[config.mk]
export PLATFORM = sky130hd
export DESIGN_NAME = tx_signal_loss_detect
export DESIGN_NICKNAME = d
export VERILOG_FILES = /design/src/tx_absence_pkg.sv /design/src/tx_signal_loss_detect.sv /design/src/quality_hysteresis.sv /design/src/run_length_detector.sv
export SDC_FILE = /design/constraint.sdc
export NUM_CORES = 1
export LEC_CHECK = 0
export BUFFER_PORTS_ARGS = -buffer_cell sky130_fd_sc_hd__buf_4
export CAP_MARGIN = 20
export CELL_PAD_IN_SITES_DETAIL_PLACEMENT = 1
export CELL_PAD_IN_SITES_GLOBAL_PLACEMENT = 1
export CORE_MARGIN = 2
export CORE_UTILIZATION = 43
export DETAILED_ROUTE_END_ITERATION = 8
export GPL_ROUTABILITY_DRIVEN = 0
export MAX_ROUTING_LAYER = met4
export PLACE_DENSITY_LB_ADDON = 0.1
export REMOVE_ABC_BUFFERS = 1
export SLEW_MARGIN = 0
export SYNTH_ARGS = -nofsm -noshare
export SYNTH_HDL_FRONTEND = slang
export SYNTH_SLANG_ARGS = --single-unit
[constraint.sdc]
create_clock -name clk -period 4.1 [get_ports clk]
set_input_delay 0.615 -clock clk [delete_from_list [all_inputs] [get_ports clk]]
set_output_delay 0.615 -clock clk [all_outputs]
set_load 0.1 [all_outputs]
[src/tx_absence_pkg.sv]
// shared constants and types of the transmit signal-absence block
// assumes a single clock and one serial bit per bit_en pulse
package tx_absence_pkg;
  // ----------------------------------------------------------------
  // register offsets
  // ----------------------------------------------------------------
  localparam logic [7:0] ADDR_ALARM = 8'h89;
  localparam logic [7:0] ADDR_CTRL = 8'h8A;
  localparam logic [7:0] ADDR_STATUS = 8'h8B;
  localparam logic [7:0] ADDR_RL_ASSERT = 8'h91;
  localparam logic [7:0] ADDR_RL_RELEASE = 8'h92;
  localparam logic [7:0] ADDR_PHASE = 8'h98;
  localparam logic [7:0] ADDR_EYE = 8'h99;
  localparam logic [7:0] ADDR_Q_ASSERT = 8'h9A;
  localparam logic [7:0] ADDR_Q_RELEASE = 8'h9B;
  // ----------------------------------------------------------------
  // reset values
  // ----------------------------------------------------------------
  localparam logic [7:0] RST_CTRL = 8'h0E;
  localparam logic [7:0] RST_RL_ASSERT = 8'h00;
  localparam logic [7:0] RST_RL_RELEASE = 8'h00;
  localparam logic [6:0] RST_PHASE = 7'h00;
  localparam logic [5:0] RST_Q_ASSERT = 6'h01;
  localparam logic [5:0] RST_Q_RELEASE = 6'h08;
  // ----------------------------------------------------------------
  // field positions
  // ----------------------------------------------------------------
  localparam int CTRL_QEN_BIT = 3;
  localparam int CTRL_MODE_LSB = 1;
  localparam int ST_QUAL_BIT = 4;
  localparam int ST_LAST_BIT = 3;
  localparam int ST_RL_BIT = 2;
  localparam int ST_ABS_BIT = 0;
  localparam int AL_ABS_BIT = 5;
  localparam int AL_LOL_BIT = 4;
  localparam int AL_QUAL_BIT = 0;
  localparam int QA_LSB = 2;
  // ----------------------------------------------------------------
  // run-length scaling
  // ----------------------------------------------------------------
  localparam int RL_MULT = 5;
  localparam int RL_OFFSET = 2;
  localparam int RL_REL_MULT = 16;
  localparam int RL_REL_OFFSET = 1;
  localparam int BLOCK_BITS_DEF = 1024;
  // ----------------------------------------------------------------
  // types
  // ----------------------------------------------------------------
  typedef enum logic [1:0] {
    RL_OFF = 2'b00, RL_ZEROS = 2'b01, RL_ANY_A = 2'b10, RL_ANY_B = 2'b11
  } rl_mode_e;
  typedef enum logic {RL_WATCH = 1'b0, RL_ABSENT = 1'b1} rl_state_e;
  // field order matches the control byte: enable sits above the mode
  typedef struct packed {logic q_en; rl_mode_e mode;} absence_ctrl_s;
  typedef struct packed {logic absent; logic last_digit;} rl_status_s;
endpackage

[src/tx_signal_loss_detect.sv]
// transmit signal-absence detection, quality alarm and phase setting
// assumes a simple synchronous register port and one bit per bit_en
//
// Summary of operation
// - quality alarm feeds absence only when enabled
// - mode 00 turns run-length detection off
// - mode 01 counts only runs of zeros
// - modes 10 and 11 count zeros or ones
// - quality flag high while eye below threshold
// - lock loss forces quality flag to zero
// - keep bit value of last run-length event
// - run-length absence readable as status bit
// - assert at (level times 5 plus 2)*1024 bits
// - release after level*16+1 good blocks
// - phase offset is signed seven-bit value
// - control resets to mode 11, quality enabled
// - six-bit eye opening measure readable
// - quality assert level six bits, default 1
// - quality release level six bits, default 8
// - lock lost flag follows pll lock loss
module tx_signal_loss_detect import tx_absence_pkg::*; #(
  parameter int BLOCK_BITS = BLOCK_BITS_DEF
) (
  // clock and resets
  input wire logic clk,
  input wire logic rst_b,
  input wire logic sw_reset,
  // serial data and analog monitors
  input wire logic bit_en,
  input wire logic bit_in,
  input wire logic [5:0] eye_in,
  input wire logic pll_lock_lost,
  // register port
  input wire logic [7:0] reg_addr,
  input wire logic reg_wr,
  input wire logic reg_rd,
  input wire logic [7:0] reg_wdata,
  output logic [7:0] reg_rdata,
  // results
  output logic signal_absent_flag,
  output logic signed [6:0] sample_phase_offset
);
  if (BLOCK_BITS < 2)
    $error("tx_signal_loss_detect: BLOCK_BITS too small");

  // ----------------------------------------------------------------
  // register state
  // ----------------------------------------------------------------
  absence_ctrl_s ctrl, next_ctrl;
  logic [7:0] rl_assert, next_rl_assert;
  logic [7:0] rl_release, next_rl_release;
  logic [6:0] next_phase;
  logic [5:0] q_assert, next_q_assert;
  logic [5:0] q_release, next_q_release;
  logic [5:0] eye_opening_measure, next_eye;
  logic lock_lost_flag, next_lock_lost;
  logic next_absent;
  logic [7:0] next_rdata;
  rl_status_s rl_stat;
  logic quality_absence_flag;
  logic run_length_absence_flag;
  logic run_length_last_digit;
  logic quality_alarm_to_absence_enable;
  rl_mode_e run_length_detect_mode;

  assign run_length_absence_flag = rl_stat.absent;
  assign run_length_last_digit = rl_stat.last_digit;
  assign quality_alarm_to_absence_enable = ctrl.q_en;
  assign run_length_detect_mode = ctrl.mode;

  // ----------------------------------------------------------------
  // detectors
  // ----------------------------------------------------------------
  run_length_detector #(
    .BLOCK_BITS(BLOCK_BITS)
  ) u_run (
    .clk(clk),
    .rst_b(rst_b),
    .sw_reset(sw_reset),
    .bit_en(bit_en),
    .bit_in(bit_in),
    .mode(run_length_detect_mode),
    .assert_level(rl_assert),
    .release_level(rl_release),
    .status(rl_stat)
  );

  quality_hysteresis u_quality (
    .clk(clk),
    .rst_b(rst_b),
    .sw_reset(sw_reset),
    .eye(eye_opening_measure),
    .assert_level(q_assert),
    .release_level(q_release),
    .lock_lost(lock_lost_flag),
    .flag(quality_absence_flag)
  );

  // ----------------------------------------------------------------
  // register writes
  // ----------------------------------------------------------------
  // only defined fields are stored, so reserved write bits vanish
  always_comb begin
    next_ctrl = ctrl;
    next_rl_assert = rl_assert;
    next_rl_release = rl_release;
    next_phase = sample_phase_offset;
    next_q_assert = q_assert;
    next_q_release = q_release;
    if (sw_reset) begin
      next_ctrl = absence_ctrl_s'(RST_CTRL[CTRL_QEN_BIT:CTRL_MODE_LSB]);
      next_rl_assert = RST_RL_ASSERT;
      next_rl_release = RST_RL_RELEASE;
      next_phase = RST_PHASE;
      next_q_assert = RST_Q_ASSERT;
      next_q_release = RST_Q_RELEASE;
    end else if (reg_wr) begin
      if (reg_addr == ADDR_CTRL) begin
        next_ctrl = absence_ctrl_s'(reg_wdata[CTRL_QEN_BIT:CTRL_MODE_LSB]);
      end else if (reg_addr == ADDR_RL_ASSERT) begin
        next_rl_assert = reg_wdata;
      end else if (reg_addr == ADDR_RL_RELEASE) begin
        next_rl_release = reg_wdata;
      end else if (reg_addr == ADDR_PHASE) begin
        next_phase = reg_wdata[6:0];
      end else if (reg_addr == ADDR_Q_ASSERT) begin
        next_q_assert = reg_wdata[7:QA_LSB];
      end else if (reg_addr == ADDR_Q_RELEASE) begin
        next_q_release = reg_wdata[5:0];
      end
    end
  end

  // ----------------------------------------------------------------
  // monitors and combined absence
  // ----------------------------------------------------------------
  // registered once so every output leaves a flip-flop; costs a cycle
  always_comb begin
    next_eye = eye_in;
    next_lock_lost = pll_lock_lost;
    next_absent = rl_stat.absent ||
                  (ctrl.q_en && quality_absence_flag);
    if (sw_reset) begin
      next_absent = 1'b0;
    end
  end

  // ----------------------------------------------------------------
  // register reads
  // ----------------------------------------------------------------
  // read data appears one cycle after reg_rd; unmapped reads zero
  always_comb begin
    next_rdata = reg_rdata;
    if (reg_rd) begin
      next_rdata = 8'h00;
      if (reg_addr == ADDR_CTRL) begin
        next_rdata[CTRL_QEN_BIT:CTRL_MODE_LSB] = ctrl;
      end else if (reg_addr == ADDR_STATUS) begin
        next_rdata[ST_QUAL_BIT] = quality_absence_flag;
        next_rdata[ST_LAST_BIT] = run_length_last_digit;
        next_rdata[ST_RL_BIT] = run_length_absence_flag;
        next_rdata[ST_ABS_BIT] = signal_absent_flag;
      end else if (reg_addr == ADDR_ALARM) begin
        next_rdata[AL_ABS_BIT] = signal_absent_flag;
        next_rdata[AL_LOL_BIT] = lock_lost_flag;
        next_rdata[AL_QUAL_BIT] = quality_absence_flag;
      end else if (reg_addr == ADDR_RL_ASSERT) begin
        next_rdata = rl_assert;
      end else if (reg_addr == ADDR_RL_RELEASE) begin
        next_rdata = rl_release;
      end else if (reg_addr == ADDR_PHASE) begin
        next_rdata[6:0] = sample_phase_offset;
      end else if (reg_addr == ADDR_EYE) begin
        next_rdata[5:0] = eye_opening_measure;
      end else if (reg_addr == ADDR_Q_ASSERT) begin
        next_rdata[7:QA_LSB] = q_assert;
      end else if (reg_addr == ADDR_Q_RELEASE) begin
        next_rdata[5:0] = q_release;
      end
    end
  end

  // ----------------------------------------------------------------
  // state registers
  // ----------------------------------------------------------------
  always_ff @(posedge clk or negedge rst_b) begin
    if (!rst_b) begin
      ctrl <= absence_ctrl_s'(RST_CTRL[CTRL_QEN_BIT:CTRL_MODE_LSB]);
      rl_assert <= RST_RL_ASSERT;
      rl_release <= RST_RL_RELEASE;
      sample_phase_offset <= RST_PHASE;
      q_assert <= RST_Q_ASSERT;
      q_release <= RST_Q_RELEASE;
      eye_opening_measure <= '1; // wide open: no false alarm after reset
      lock_lost_flag <= 1'b0;
      signal_absent_flag <= 1'b0;
      reg_rdata <= 8'h00;
    end else begin
      ctrl <= next_ctrl;
      rl_assert <= next_rl_assert;
      rl_release <= next_rl_release;
      sample_phase_offset <= next_phase;
      q_assert <= next_q_assert;
      q_release <= next_q_release;
      eye_opening_measure <= next_eye;
      lock_lost_flag <= next_lock_lost;
      signal_absent_flag <= next_absent;
      reg_rdata <= next_rdata;
    end
  end

  // ----------------------------------------------------------------
  // checks
  // ----------------------------------------------------------------
  AST_ABSENT_OR: assert property (@(posedge clk)
    disable iff (!rst_b)
    !sw_reset |=> signal_absent_flag ==
      ($past(rl_stat.absent) || ($past(ctrl.q_en) &&
       $past(quality_absence_flag))))
    else $error("absence flag not the combined alarm");
  AST_Q_MASKED: assert property (@(posedge clk)
    disable iff (!rst_b)
    !ctrl.q_en && !rl_stat.absent |=> !signal_absent_flag)
    else $error("masked quality alarm raised absence");
  AST_SW_RESET_CTRL: assert property (@(posedge clk)
    disable iff (!rst_b)
    sw_reset |=> ctrl.mode == RL_ANY_B && ctrl.q_en)
    else $error("control not at reset value");
  AST_STATUS_READ: assert property (@(posedge clk)
    disable iff (!rst_b)
    reg_rd && reg_addr == ADDR_STATUS |=>
      reg_rdata[ST_RL_BIT] == $past(rl_stat.absent) &&
      reg_rdata[7:5] == 3'h0 && !reg_rdata[1])
    else $error("status read wrong");
  AST_PHASE_WRITE: assert property (@(posedge clk)
    disable iff (!rst_b)
    reg_wr && !sw_reset && reg_addr == ADDR_PHASE |=>
      sample_phase_offset == $past(reg_wdata[6:0]))
    else $error("phase write lost");
  AST_LOL_FOLLOW: assert property (@(posedge clk)
    disable iff (!rst_b)
    pll_lock_lost |=> lock_lost_flag)
    else $error("lock lost not flagged");

  // ----------------------------------------------------------------
  // register field checks
  // ----------------------------------------------------------------
  // enable and mode share one byte; a swapped field order would turn
  // the detector on when software means to switch it off
  AST_CTRL_WRITE: assert property (@(posedge clk)
    disable iff (!rst_b)
    reg_wr && !sw_reset && reg_addr == ADDR_CTRL |=>
      ctrl.q_en == $past(reg_wdata[CTRL_QEN_BIT]) &&
      ctrl.mode == $past(reg_wdata[CTRL_QEN_BIT-1:CTRL_MODE_LSB]))
    else $error("control write misplaced");
  AST_CTRL_READ: assert property (@(posedge clk)
    disable iff (!rst_b)
    reg_rd && reg_addr == ADDR_CTRL |=>
      reg_rdata[7:4] == 4'h0 && !reg_rdata[0] &&
      reg_rdata[CTRL_QEN_BIT] == $past(ctrl.q_en))
    else $error("control read wrong");
  AST_RL_ASSERT_WRITE: assert property (@(posedge clk)
    disable iff (!rst_b)
    reg_wr && !sw_reset && reg_addr == ADDR_RL_ASSERT |=>
      rl_assert == $past(reg_wdata))
    else $error("assert level write lost");
  AST_RL_RELEASE_WRITE: assert property (@(posedge clk)
    disable iff (!rst_b)
    reg_wr && !sw_reset && reg_addr == ADDR_RL_RELEASE |=>
      rl_release == $past(reg_wdata))
    else $error("release level write lost");
  AST_Q_ASSERT_WRITE: assert property (@(posedge clk)
    disable iff (!rst_b)
    reg_wr && !sw_reset && reg_addr == ADDR_Q_ASSERT |=>
      q_assert == $past(reg_wdata[7:QA_LSB]))
    else $error("quality assert level write lost");
  AST_Q_RELEASE_WRITE: assert property (@(posedge clk)
    disable iff (!rst_b)
    reg_wr && !sw_reset && reg_addr == ADDR_Q_RELEASE |=>
      q_release == $past(reg_wdata[5:0]))
    else $error("quality release level write lost");
  // the eye measure is only delayed, never filtered
  AST_EYE_FOLLOW: assert property (@(posedge clk)
    disable iff (!rst_b)
    rst_b |=> eye_opening_measure == $past(eye_in))
    else $error("eye measure not following");
  AST_STATUS_BITS: assert property (@(posedge clk)
    disable iff (!rst_b)
    reg_rd && reg_addr == ADDR_STATUS |=>
      reg_rdata[ST_LAST_BIT] == $past(run_length_last_digit) &&
      reg_rdata[ST_QUAL_BIT] == $past(quality_absence_flag) &&
      reg_rdata[ST_ABS_BIT] == $past(signal_absent_flag))
    else $error("status bits wrong");
  AST_ALARM_READ: assert property (@(posedge clk)
    disable iff (!rst_b)
    reg_rd && reg_addr == ADDR_ALARM |=>
      reg_rdata[AL_LOL_BIT] == $past(lock_lost_flag) &&
      reg_rdata[7:6] == 2'h0)
    else $error("alarm read wrong");
  AST_SW_RESET_ABSENT: assert property (@(posedge clk)
    disable iff (!rst_b)
    sw_reset |=> !signal_absent_flag)
    else $error("absence survived software reset");
  COV_QUAL_ABSENT: cover property (@(posedge clk)
    ctrl.q_en && quality_absence_flag ##1 signal_absent_flag);
  COV_NEG_PHASE: cover property (@(posedge clk) sample_phase_offset[6]);
  COV_LAST_ONE: cover property (@(posedge clk)
    rl_stat.absent && rl_stat.last_digit);
endmodule // tx_signal_loss_detect

[src/quality_hysteresis.sv]
// eye-opening quality alarm with assert and release levels
// assumes eye measure and lock flag are synchronous to clk
module quality_hysteresis import tx_absence_pkg::*; (
  // clock and reset
  input wire logic clk,
  input wire logic rst_b,
  input wire logic sw_reset,
  // measure and levels
  input wire logic [5:0] eye,
  input wire logic [5:0] assert_level,
  input wire logic [5:0] release_level,
  input wire logic lock_lost,
  // alarm
  output logic flag
);
  logic next_flag;

  // alarm sets below the assert level, clears at the release level
  always_comb begin
    next_flag = flag;
    if (sw_reset || lock_lost) begin
      next_flag = 1'b0;
    end else if (!flag && eye < assert_level) begin
      next_flag = 1'b1;
    end else if (flag && eye >= release_level) begin
      next_flag = 1'b0;
    end
  end

  always_ff @(posedge clk or negedge rst_b) begin
    if (!rst_b) flag <= 1'b0;
    else flag <= next_flag;
  end

  AST_LOL_FORCES_ZERO: assert property (@(posedge clk)
    disable iff (!rst_b)
    lock_lost |=> !flag) else $error("quality flag set under lock loss");
  AST_Q_SET: assert property (@(posedge clk)
    disable iff (!rst_b)
    !sw_reset && !lock_lost && eye < assert_level |=> flag)
    else $error("quality flag missed low eye");
  AST_Q_HOLD: assert property (@(posedge clk)
    disable iff (!rst_b)
    flag && !lock_lost && !sw_reset && eye < release_level |=> flag)
    else $error("quality flag dropped inside hysteresis");
endmodule // quality_hysteresis

[src/run_length_detector.sv]
// run-length signal-absence detector with block-based release
// assumes one serial bit per bit_en pulse
module run_length_detector import tx_absence_pkg::*; #(
  parameter int BLOCK_BITS = BLOCK_BITS_DEF,
  parameter int RUN_W = 21,
  parameter int BLK_W = 10,
  parameter int GOOD_W = 12
) (
  // clock and reset
  input wire logic clk,
  input wire logic rst_b,
  input wire logic sw_reset,
  // serial data
  input wire logic bit_en,
  input wire logic bit_in,
  // settings
  input wire rl_mode_e mode,
  input wire logic [7:0] assert_level,
  input wire logic [7:0] release_level,
  // result
  output rl_status_s status
);
  if (BLOCK_BITS < 2 || BLOCK_BITS > (1 << BLK_W) ||
      ((255 * RL_MULT + RL_OFFSET) * BLOCK_BITS) >= (1 << RUN_W) ||
      (255 * RL_REL_MULT + RL_REL_OFFSET) >= (1 << GOOD_W))
    $error("run_length_detector: widths too small");

  rl_state_e state, next_state;
  logic [RUN_W-1:0] run_cnt, next_run_cnt, run_len, assert_thr;
  logic [BLK_W-1:0] blk_cnt, next_blk_cnt;
  logic [GOOD_W-1:0] good_cnt, next_good_cnt, release_thr;
  logic prev_bit, next_prev_bit, blk_trans, next_blk_trans;
  logic last_digit, next_last_digit, counted, same, end_blk, trans;

  // thresholds scale the 8-bit settings into bits and blocks
  assign assert_thr = RUN_W'((32'(assert_level) * RL_MULT + RL_OFFSET)
                             * BLOCK_BITS);
  assign release_thr = GOOD_W'(32'(release_level) * RL_REL_MULT
                               + RL_REL_OFFSET);

  // run, block and state update on each bit
  always_comb begin
    next_state = state;
    next_run_cnt = run_cnt;
    next_blk_cnt = blk_cnt;
    next_good_cnt = good_cnt;
    next_prev_bit = prev_bit;
    next_blk_trans = blk_trans;
    next_last_digit = last_digit;
    same = (bit_in == prev_bit);
    counted = (mode == RL_ZEROS) ? !bit_in : 1'b1;
    run_len = '0;
    if (counted) begin
      // saturate rather than wrap, so a very long run never looks short
      run_len = !same ? RUN_W'(1) :
                (run_cnt == '1) ? run_cnt : run_cnt + 1'b1;
    end
    end_blk = (blk_cnt == BLK_W'(BLOCK_BITS - 1));
    trans = blk_trans || !same;
    if (sw_reset || mode == RL_OFF) begin
      next_state = RL_WATCH;
      next_run_cnt = '0;
      next_blk_cnt = '0;
      next_good_cnt = '0;
      next_blk_trans = 1'b0;
      next_last_digit = 1'b0;
    end else if (bit_en) begin
      next_prev_bit = bit_in;
      next_run_cnt = run_len;
      next_blk_cnt = end_blk ? '0 : blk_cnt + 1'b1;
      next_blk_trans = end_blk ? 1'b0 : trans;
      case (state)
        RL_WATCH: begin
          if (counted && run_len >= assert_thr) begin
            next_state = RL_ABSENT;
            next_last_digit = bit_in;
            next_good_cnt = '0;
          end
        end
        RL_ABSENT: begin
          if (end_blk && !trans) begin
            next_good_cnt = '0;
          end else if (end_blk && good_cnt + 1'b1 >= release_thr) begin
            next_state = RL_WATCH;
            next_good_cnt = '0;
          end else if (end_blk) begin
            next_good_cnt = good_cnt + 1'b1;
          end
        end
        default: next_state = RL_WATCH;
      endcase
    end
  end

  always_ff @(posedge clk or negedge rst_b) begin
    if (!rst_b) begin
      state <= RL_WATCH;
      run_cnt <= '0;
      blk_cnt <= '0;
      good_cnt <= '0;
      prev_bit <= 1'b0;
      blk_trans <= 1'b0;
      last_digit <= 1'b0;
    end else begin
      state <= next_state;
      run_cnt <= next_run_cnt;
      blk_cnt <= next_blk_cnt;
      good_cnt <= next_good_cnt;
      prev_bit <= next_prev_bit;
      blk_trans <= next_blk_trans;
      last_digit <= next_last_digit;
    end
  end

  assign status.absent = (state == RL_ABSENT);
  assign status.last_digit = last_digit;

  AST_RL_OFF: assert property (@(posedge clk)
    disable iff (!rst_b)
    mode == RL_OFF |=> !status.absent) else $error("absence while off");
  AST_RL_ZERO_ONLY: assert property (@(posedge clk)
    disable iff (!rst_b)
    mode == RL_ZEROS && $rose(status.absent) |-> !status.last_digit)
    else $error("zeros mode flagged on ones");
  AST_RL_THRESH: assert property (@(posedge clk)
    disable iff (!rst_b)
    $rose(status.absent) |-> run_cnt >= assert_thr)
    else $error("absence before threshold");
  COV_RL_ASSERT: cover property (@(posedge clk) $rose(status.absent));
  COV_RL_RELEASE: cover property (@(posedge clk) $fell(status.absent));
endmodule // run_length_detector

After elaboration in Yosys (flattened, before gate mapping):

Index checks and enable logic that the tools add are counted.

* bits in registers: 102
* latch bits: 0
* RAM bits: 0
* bits in read-only memories: 0
* input port bits: 30
* logic and storage cells: 189
* memories kept: 0

* add/subtract/negate cells: 5
* multipliers: 1
* div/mod/pow operators: 0
* magnitude comparators: 4
* equal/unequal tests: 21
* shifts and indexed selects: 0
* mux-type cells: 103
* bitwise gates (word level): 2
* reduce and logical (&&, ||, !) cells: 34

Operators with widths (count)
* two-way mux 6 bit: 26
* two-way mux 21 bit: 5
* two-way mux 8 bit: 11
* equality test 8 bit, second input constant: 9
* two-way mux 12 bit: 6
* two-way mux 7 bit: 7
* two-way mux 10 bit: 3
* adder 12 x 1 -> 12 bit, second input constant: 2
* two-way mux 2 bit: 12
* case mux 12 bit (2 select lines): 1
* two-way mux 1 bit: 22
* adder 21 x 1 -> 21 bit, second input constant: 1
* equality test 21 bit, second input constant: 1
* greater-or-equal comparator 21 bit: 1
* two-way mux 3 bit: 7
* nonzero test 2 bit: 9
* greater-or-equal comparator 12 bit: 1
* != test 2 bit, second input constant: 6
* adder 11 x 2 -> 11 bit, second input constant: 1
* multiplier 8 x 3 -> 11 bit, second input constant: 1
* adder 10 x 1 -> 10 bit, second input constant: 1
* equality test 10 bit, second input constant: 1
* AND reduction 3 bit: 3
* two-way mux 4 bit: 2
* other kinds (18): 31

Logic depth before layout (Yosys ltp):

* depth in word-level cells: 19
* mapped depth: 20

By module:

From an unflattened synthesis, not the netlist that was laid out.

* cell total of the unflattened synthesis: 775
* area total of the unflattened synthesis: 6951.7 sq um

By module, submodules not included
* run_length_detector: instances 1, cells each 464, area an instance 3854.9 sq um
* tx_signal_loss_detect: instances 1, cells each 269, area an instance 2778.9 sq um
* quality_hysteresis: instances 1, cells each 42, area an instance 317.8 sq um

Worst setup path before layout:

No wires, ideal clock.

* path type: flip-flop to flip-flop
* start point: register rl_assert[1]
* end point: register u_run.good_cnt[9]
* setup time: 128 ps
* arrival: 3815 ps
* data required time: 3972 ps
* slack: 157 ps
* cell stages (with the launch flop): 20
* buffers on the path: 1
* cell sequence: dfrtp_1 ha_1 ha_1 o211a_1 o21a_1 o21a_1 o21ai_0 nand2b_1 a21oi_1 o21bai_1 xnor2_1 ha_1 nand4_1 nor2_1 a211oi_1 or3_1 a31oi_4 buf_4 o21a_1 o22ai_2

* word-level cells in the longest chain between the ends: 6

Ends and longest elaborated chain
* from (decl): RTL line tx_signal_loss_detect.sv:50 `logic [7:0] rl_assert, next_rl_assert;`
* from (signal assigned): RTL line tx_signal_loss_detect.sv:200 `rl_assert <= next_rl_assert;`
* multiplier 8 x 3 -> 11 bit: RTL line run_length_detector.sv:36 `assign assert_thr = RUN_W'((32'(assert_level) * RL_MULT + RL_OFFSET)`
* adder 11 x 2 -> 11 bit: RTL line run_length_detector.sv:36
* greater-or-equal comparator 21 bit: RTL line run_length_detector.sv:74 `if (counted && run_len >= assert_thr) begin`
* logical AND 1 bit: RTL line run_length_detector.sv:74
* != test 3 x 1 -> 1 bit (no line)
* AND reduction 3 bit (no line)
* to (signal assigned): RTL line run_length_detector.sv:108 `good_cnt <= next_good_cnt;`
* to (decl): RTL line run_length_detector.sv:31 `logic [GOOD_W-1:0] good_cnt, next_good_cnt, release_thr;`

No other way between the ends.
A chain may end at the register's enable or synchronous reset.

Worst setup path after layout:

* start point: register rl_assert[3]
* end point: register u_run.good_cnt[2]

The elaborated chain is that of the path after synthesis.

==> metrics.txt <==
run status completed; Max stage delay on crit path 0.42 ns; Arr. time, crit path 4.34 ns; period utilisation layout 99.9%; final hold vios 0; I/O pin cnt 46; antenna violations before repair 0; Fill cells 1766; async set-reset flop share out of synthesis 100%; GRT Max-Usage Layer met2; Pre-antenna DRT Iters 4; clock sinks 102; fin crit period 4.10 ns; Mapped Avg Cell Area 9.03 sq um; Max Buffers Root-to-Sink 2; ANT cells 0; R2R setup slack 0.002 ns; Area growth syn-to-layout 19.4%; met2 Usage GRT 46.1%; Tot Pwr 2.28 mW; Initial Utilization 44.3%; register area 2570 sq um; Rows 45; RR Endpoint u_run.good_cnt[2]$_DFFE_PN0P_; register area share after synthesis 38.0%; Total Routing Usage GR 26.1%; DRT iter0 DRCs 314; YS warnings 0; setup repair after global routing missed its margin true; Max Cap Viol 0; worst r2r path cells 21; PwrDens 283 nW/um^2; met3 GRT Util 3.76%; routed via count 5958; clock-pin slew on the worst setup and hold paths 0.08 ns; GRT met1 Usage 30.4%; RR Startpoint rl_assert[3]$_DFFE_PN0P_; leading area contributor after synthesis dfrtp_1; EDFF count, synth 0; largest net degree at the start of global routing 41; post-DP HPWL 14.9 mm; Slowest cell on crit path dfrtp_1; Root Buffer clkbuf_16; Die X 129 um; die height 129 um; Max VDD drop 0.237 mV; DRC Markers 0; Commonest cells post-synth nor2_1, dfrtp_1, nand2_1; Syn Inst Count 748; number of global-route vias before repair 6386; Leak 3.54 nW; Post-CTS Hold Buffers 0; core area 15300 sq um; Max-Slew Margin vs Limit 37.7%; # H-tree levels 3; Setup CP Type flip-flop to flip-flop; drt wl/cell 20.0 um; cell area after synthesis 6760 sq um; first-pass GRT wire length 33.0 mm; drt total wl 20.6 mm; port buffer count 45; vias per cell 5.78; FMAX 0.244 GHz; most frequent cell after synthesis nor2_1; Tightest Hold Check Type input port to asynchronous set/reset pin; Non-Filler Cell Area, Final 8070 sq um; remaining global-route overflow 0; cts bufs inserted 9; layout cells sized above 1 21.0%; register bit total from synthesis 102; top post-synthesis cells by area dfrtp_1, ha_1, mux2i_1; Cell variety after synth 73; multi-input logic area 4080 sq um; Die Footprint 16700 sq um; CP Max Fanout 5; Final Util 52.9%; nets 895; Critical Path RT 4.34 ns; share of the synthesized area in the top cell type 33.7%; critical-path cell list ha_4 -> ha_4 -> o211a_1 -> o21a_1 -> o21a_1 -> o21ai_2 -> nand2b_1 -> a21oi_2 -> o21bai_2 -> xnor2_1 -> ha_1 -> nand4_1 -> nor2_2 -> nand3_1 -> mux2i_1 -> nand4_2 -> a31oi_4 -> buf_12 -> buf_6 -> a21boi_2 -> o32ai_2; CTS tree done; Main synth FF type dfrtp_1; Worst-Skew Late Latency 0.37 ns; CP Launch Point rl_assert[3]$_DFFE_PN0P_; startpoint class of the critical path flip-flop; worst slew pin tran 0.930 ns; Area after DPL 7450 sq um; Routed Antenna Nets 0; Max Clock Skew 0.0120 ns; final max-slew violation count 0; crit path capture u_run.good_cnt[2]$_DFFE_PN0P_; CP Capture Type flip-flop; # setup viols final 0
[flip-flops by register name, summed over array words and instances (netlist names), 2 cells and up]
name	flops
rl_assert	8
u_run.run_cnt	21
q_release	6
q_assert	6
reg_rdata	8
rl_release	8
sample_phase_offset	7
run_length_detect_mode	2
u_run.blk_cnt	10
u_run.good_cnt	12
eye_opening_measure	6
[metal layers]
layer | share of wire [%] | wire length (um)
met5 | 0 | 0
met4 | 3.1 | 648
met3 | 3.0 | 626
met2 | 53 | 10800
met1 | 41 | 8460
[worst min-delay path by stage]
stage	from	end	slack [ns]	cells after the start
4_1_cts	rst_b	u_run.run_cnt[17]$_DFFE_PN0P_	0.21	1
2_1_floorplan	rst_b	lock_lost_flag$_DFF_PN0_	0.32	0
5_1_grt	rst_b	u_run.run_cnt[17]$_DFFE_PN0P_	0.21	1
3_5_place_dp	lock_lost_flag$_DFF_PN0_	u_quality.flag$_DFFE_PN0P_	0.45	1
6_report	rst_b	u_run.run_cnt[17]$_DFFE_PN0P_	0.19	1
3_3_place_gp	lock_lost_flag$_DFF_PN0_	u_quality.flag$_DFFE_PN0P_	0.45	1
[cell type report]
cell class / count / share of cell area (%)
timing repair buffer: 91 / 8.78
multi-input combinational: 578 / 50.6
sequential: 102 / 31.8
clock inverter: 6 / 1.09
tap: 211 / 3.27
inverter: 33 / 1.54
clock buffer: 10 / 2.96
[cell families (layout without fill, tap and decap cells)]
| family | after synthesis | count (layout) | share of synthesized area (%) |
|---|---|---|---|
| compound gates | 159 | 159 | 15.7 |
| xor+xnor | 30 | 30 | 3.89 |
| fa+ha+maj | 50 | 50 | 9.26 |
| buf+inv | 68 | 140 | 4.17 |
| flops | 102 | 102 | 38.0 |
| mux | 45 | 45 | 7.46 |
| simple gates | 294 | 294 | 21.6 |
[per-stage QoR]
| stage | TNS [ns] | worst slack [ns] | hold WS, ns | instances |
|---|---|---|---|---|
| after detailed placement | -1.71 | -0.206 | 0.453 | 1002 |
| after global placement | -0.127 | -0.0320 | 0.446 | 1002 |
| after global routing | -2.36 | -0.236 | 0.214 | 1031 |
| final | 0 | 0.00238 | 0.192 | 1031 |
| after CTS | 0 | 0.00184 | 0.206 | 1019 |
| after floorplan | 0 | 0.0738 | 0.319 | 713 |
[critical path, delay by kind of cell, from the launching register on]
kind / cells / cell delay (ns)
buf+inv: 2 / 0.25
fa+ha+maj: 3 / 0.80
compound gates: 9 / 1.49
simple gates: 5 / 0.69
flops: 1 / 0.42
mux: 1 / 0.19
xor+xnor: 1 / 0.14
[repair_timing]
| action | CTS | global route |
|---|---|---|
| buffers inserted | 1 | 11 |
| pin swaps | 7 | 11 |
| resized for setup | 9 | 31 |
| endpoints found under the setup margin | 12 | 13 |
| cloned | 0 | 1 |
[power by group]
| group | switching [mW] | internal (mW) | leakage [nW] |
|---|---|---|---|
| clock network | 0.442 | 0.509 | 0.157 |
| registers | 0.0176 | 1.03 | 1.36 |
| logic | 0.207 | 0.0807 | 2.01 |
[cells in the final DEF, fill, tap and decap left out, types with 4 or more instances in the layout]
cell        n
nand3_1    29
nor3_1     17
nor2b_1     7
a21boi_2    6
clkbuf_16   9
o21a_1      8
a21oi_1    36
and4_1      5
nor2_1     94
dfrtp_1    91
xor2_1     15
buf_6       4
o22ai_1     5
a22oi_1    11
a211oi_1    5
nand4_1     6
o21ai_0    36
inv_1      32
a21o_1     10
nand2_1    67
mux4_2      4
ha_1       46
xnor2_1    15
o31ai_1     5
nor2_2      4
mux2i_1    38
or3_1       8
nand2b_1   14
and2_1      4
and3_1     10
o32ai_2     6
dfstp_2    11
buf_4      85
Power figures use the tool's default switching activity.
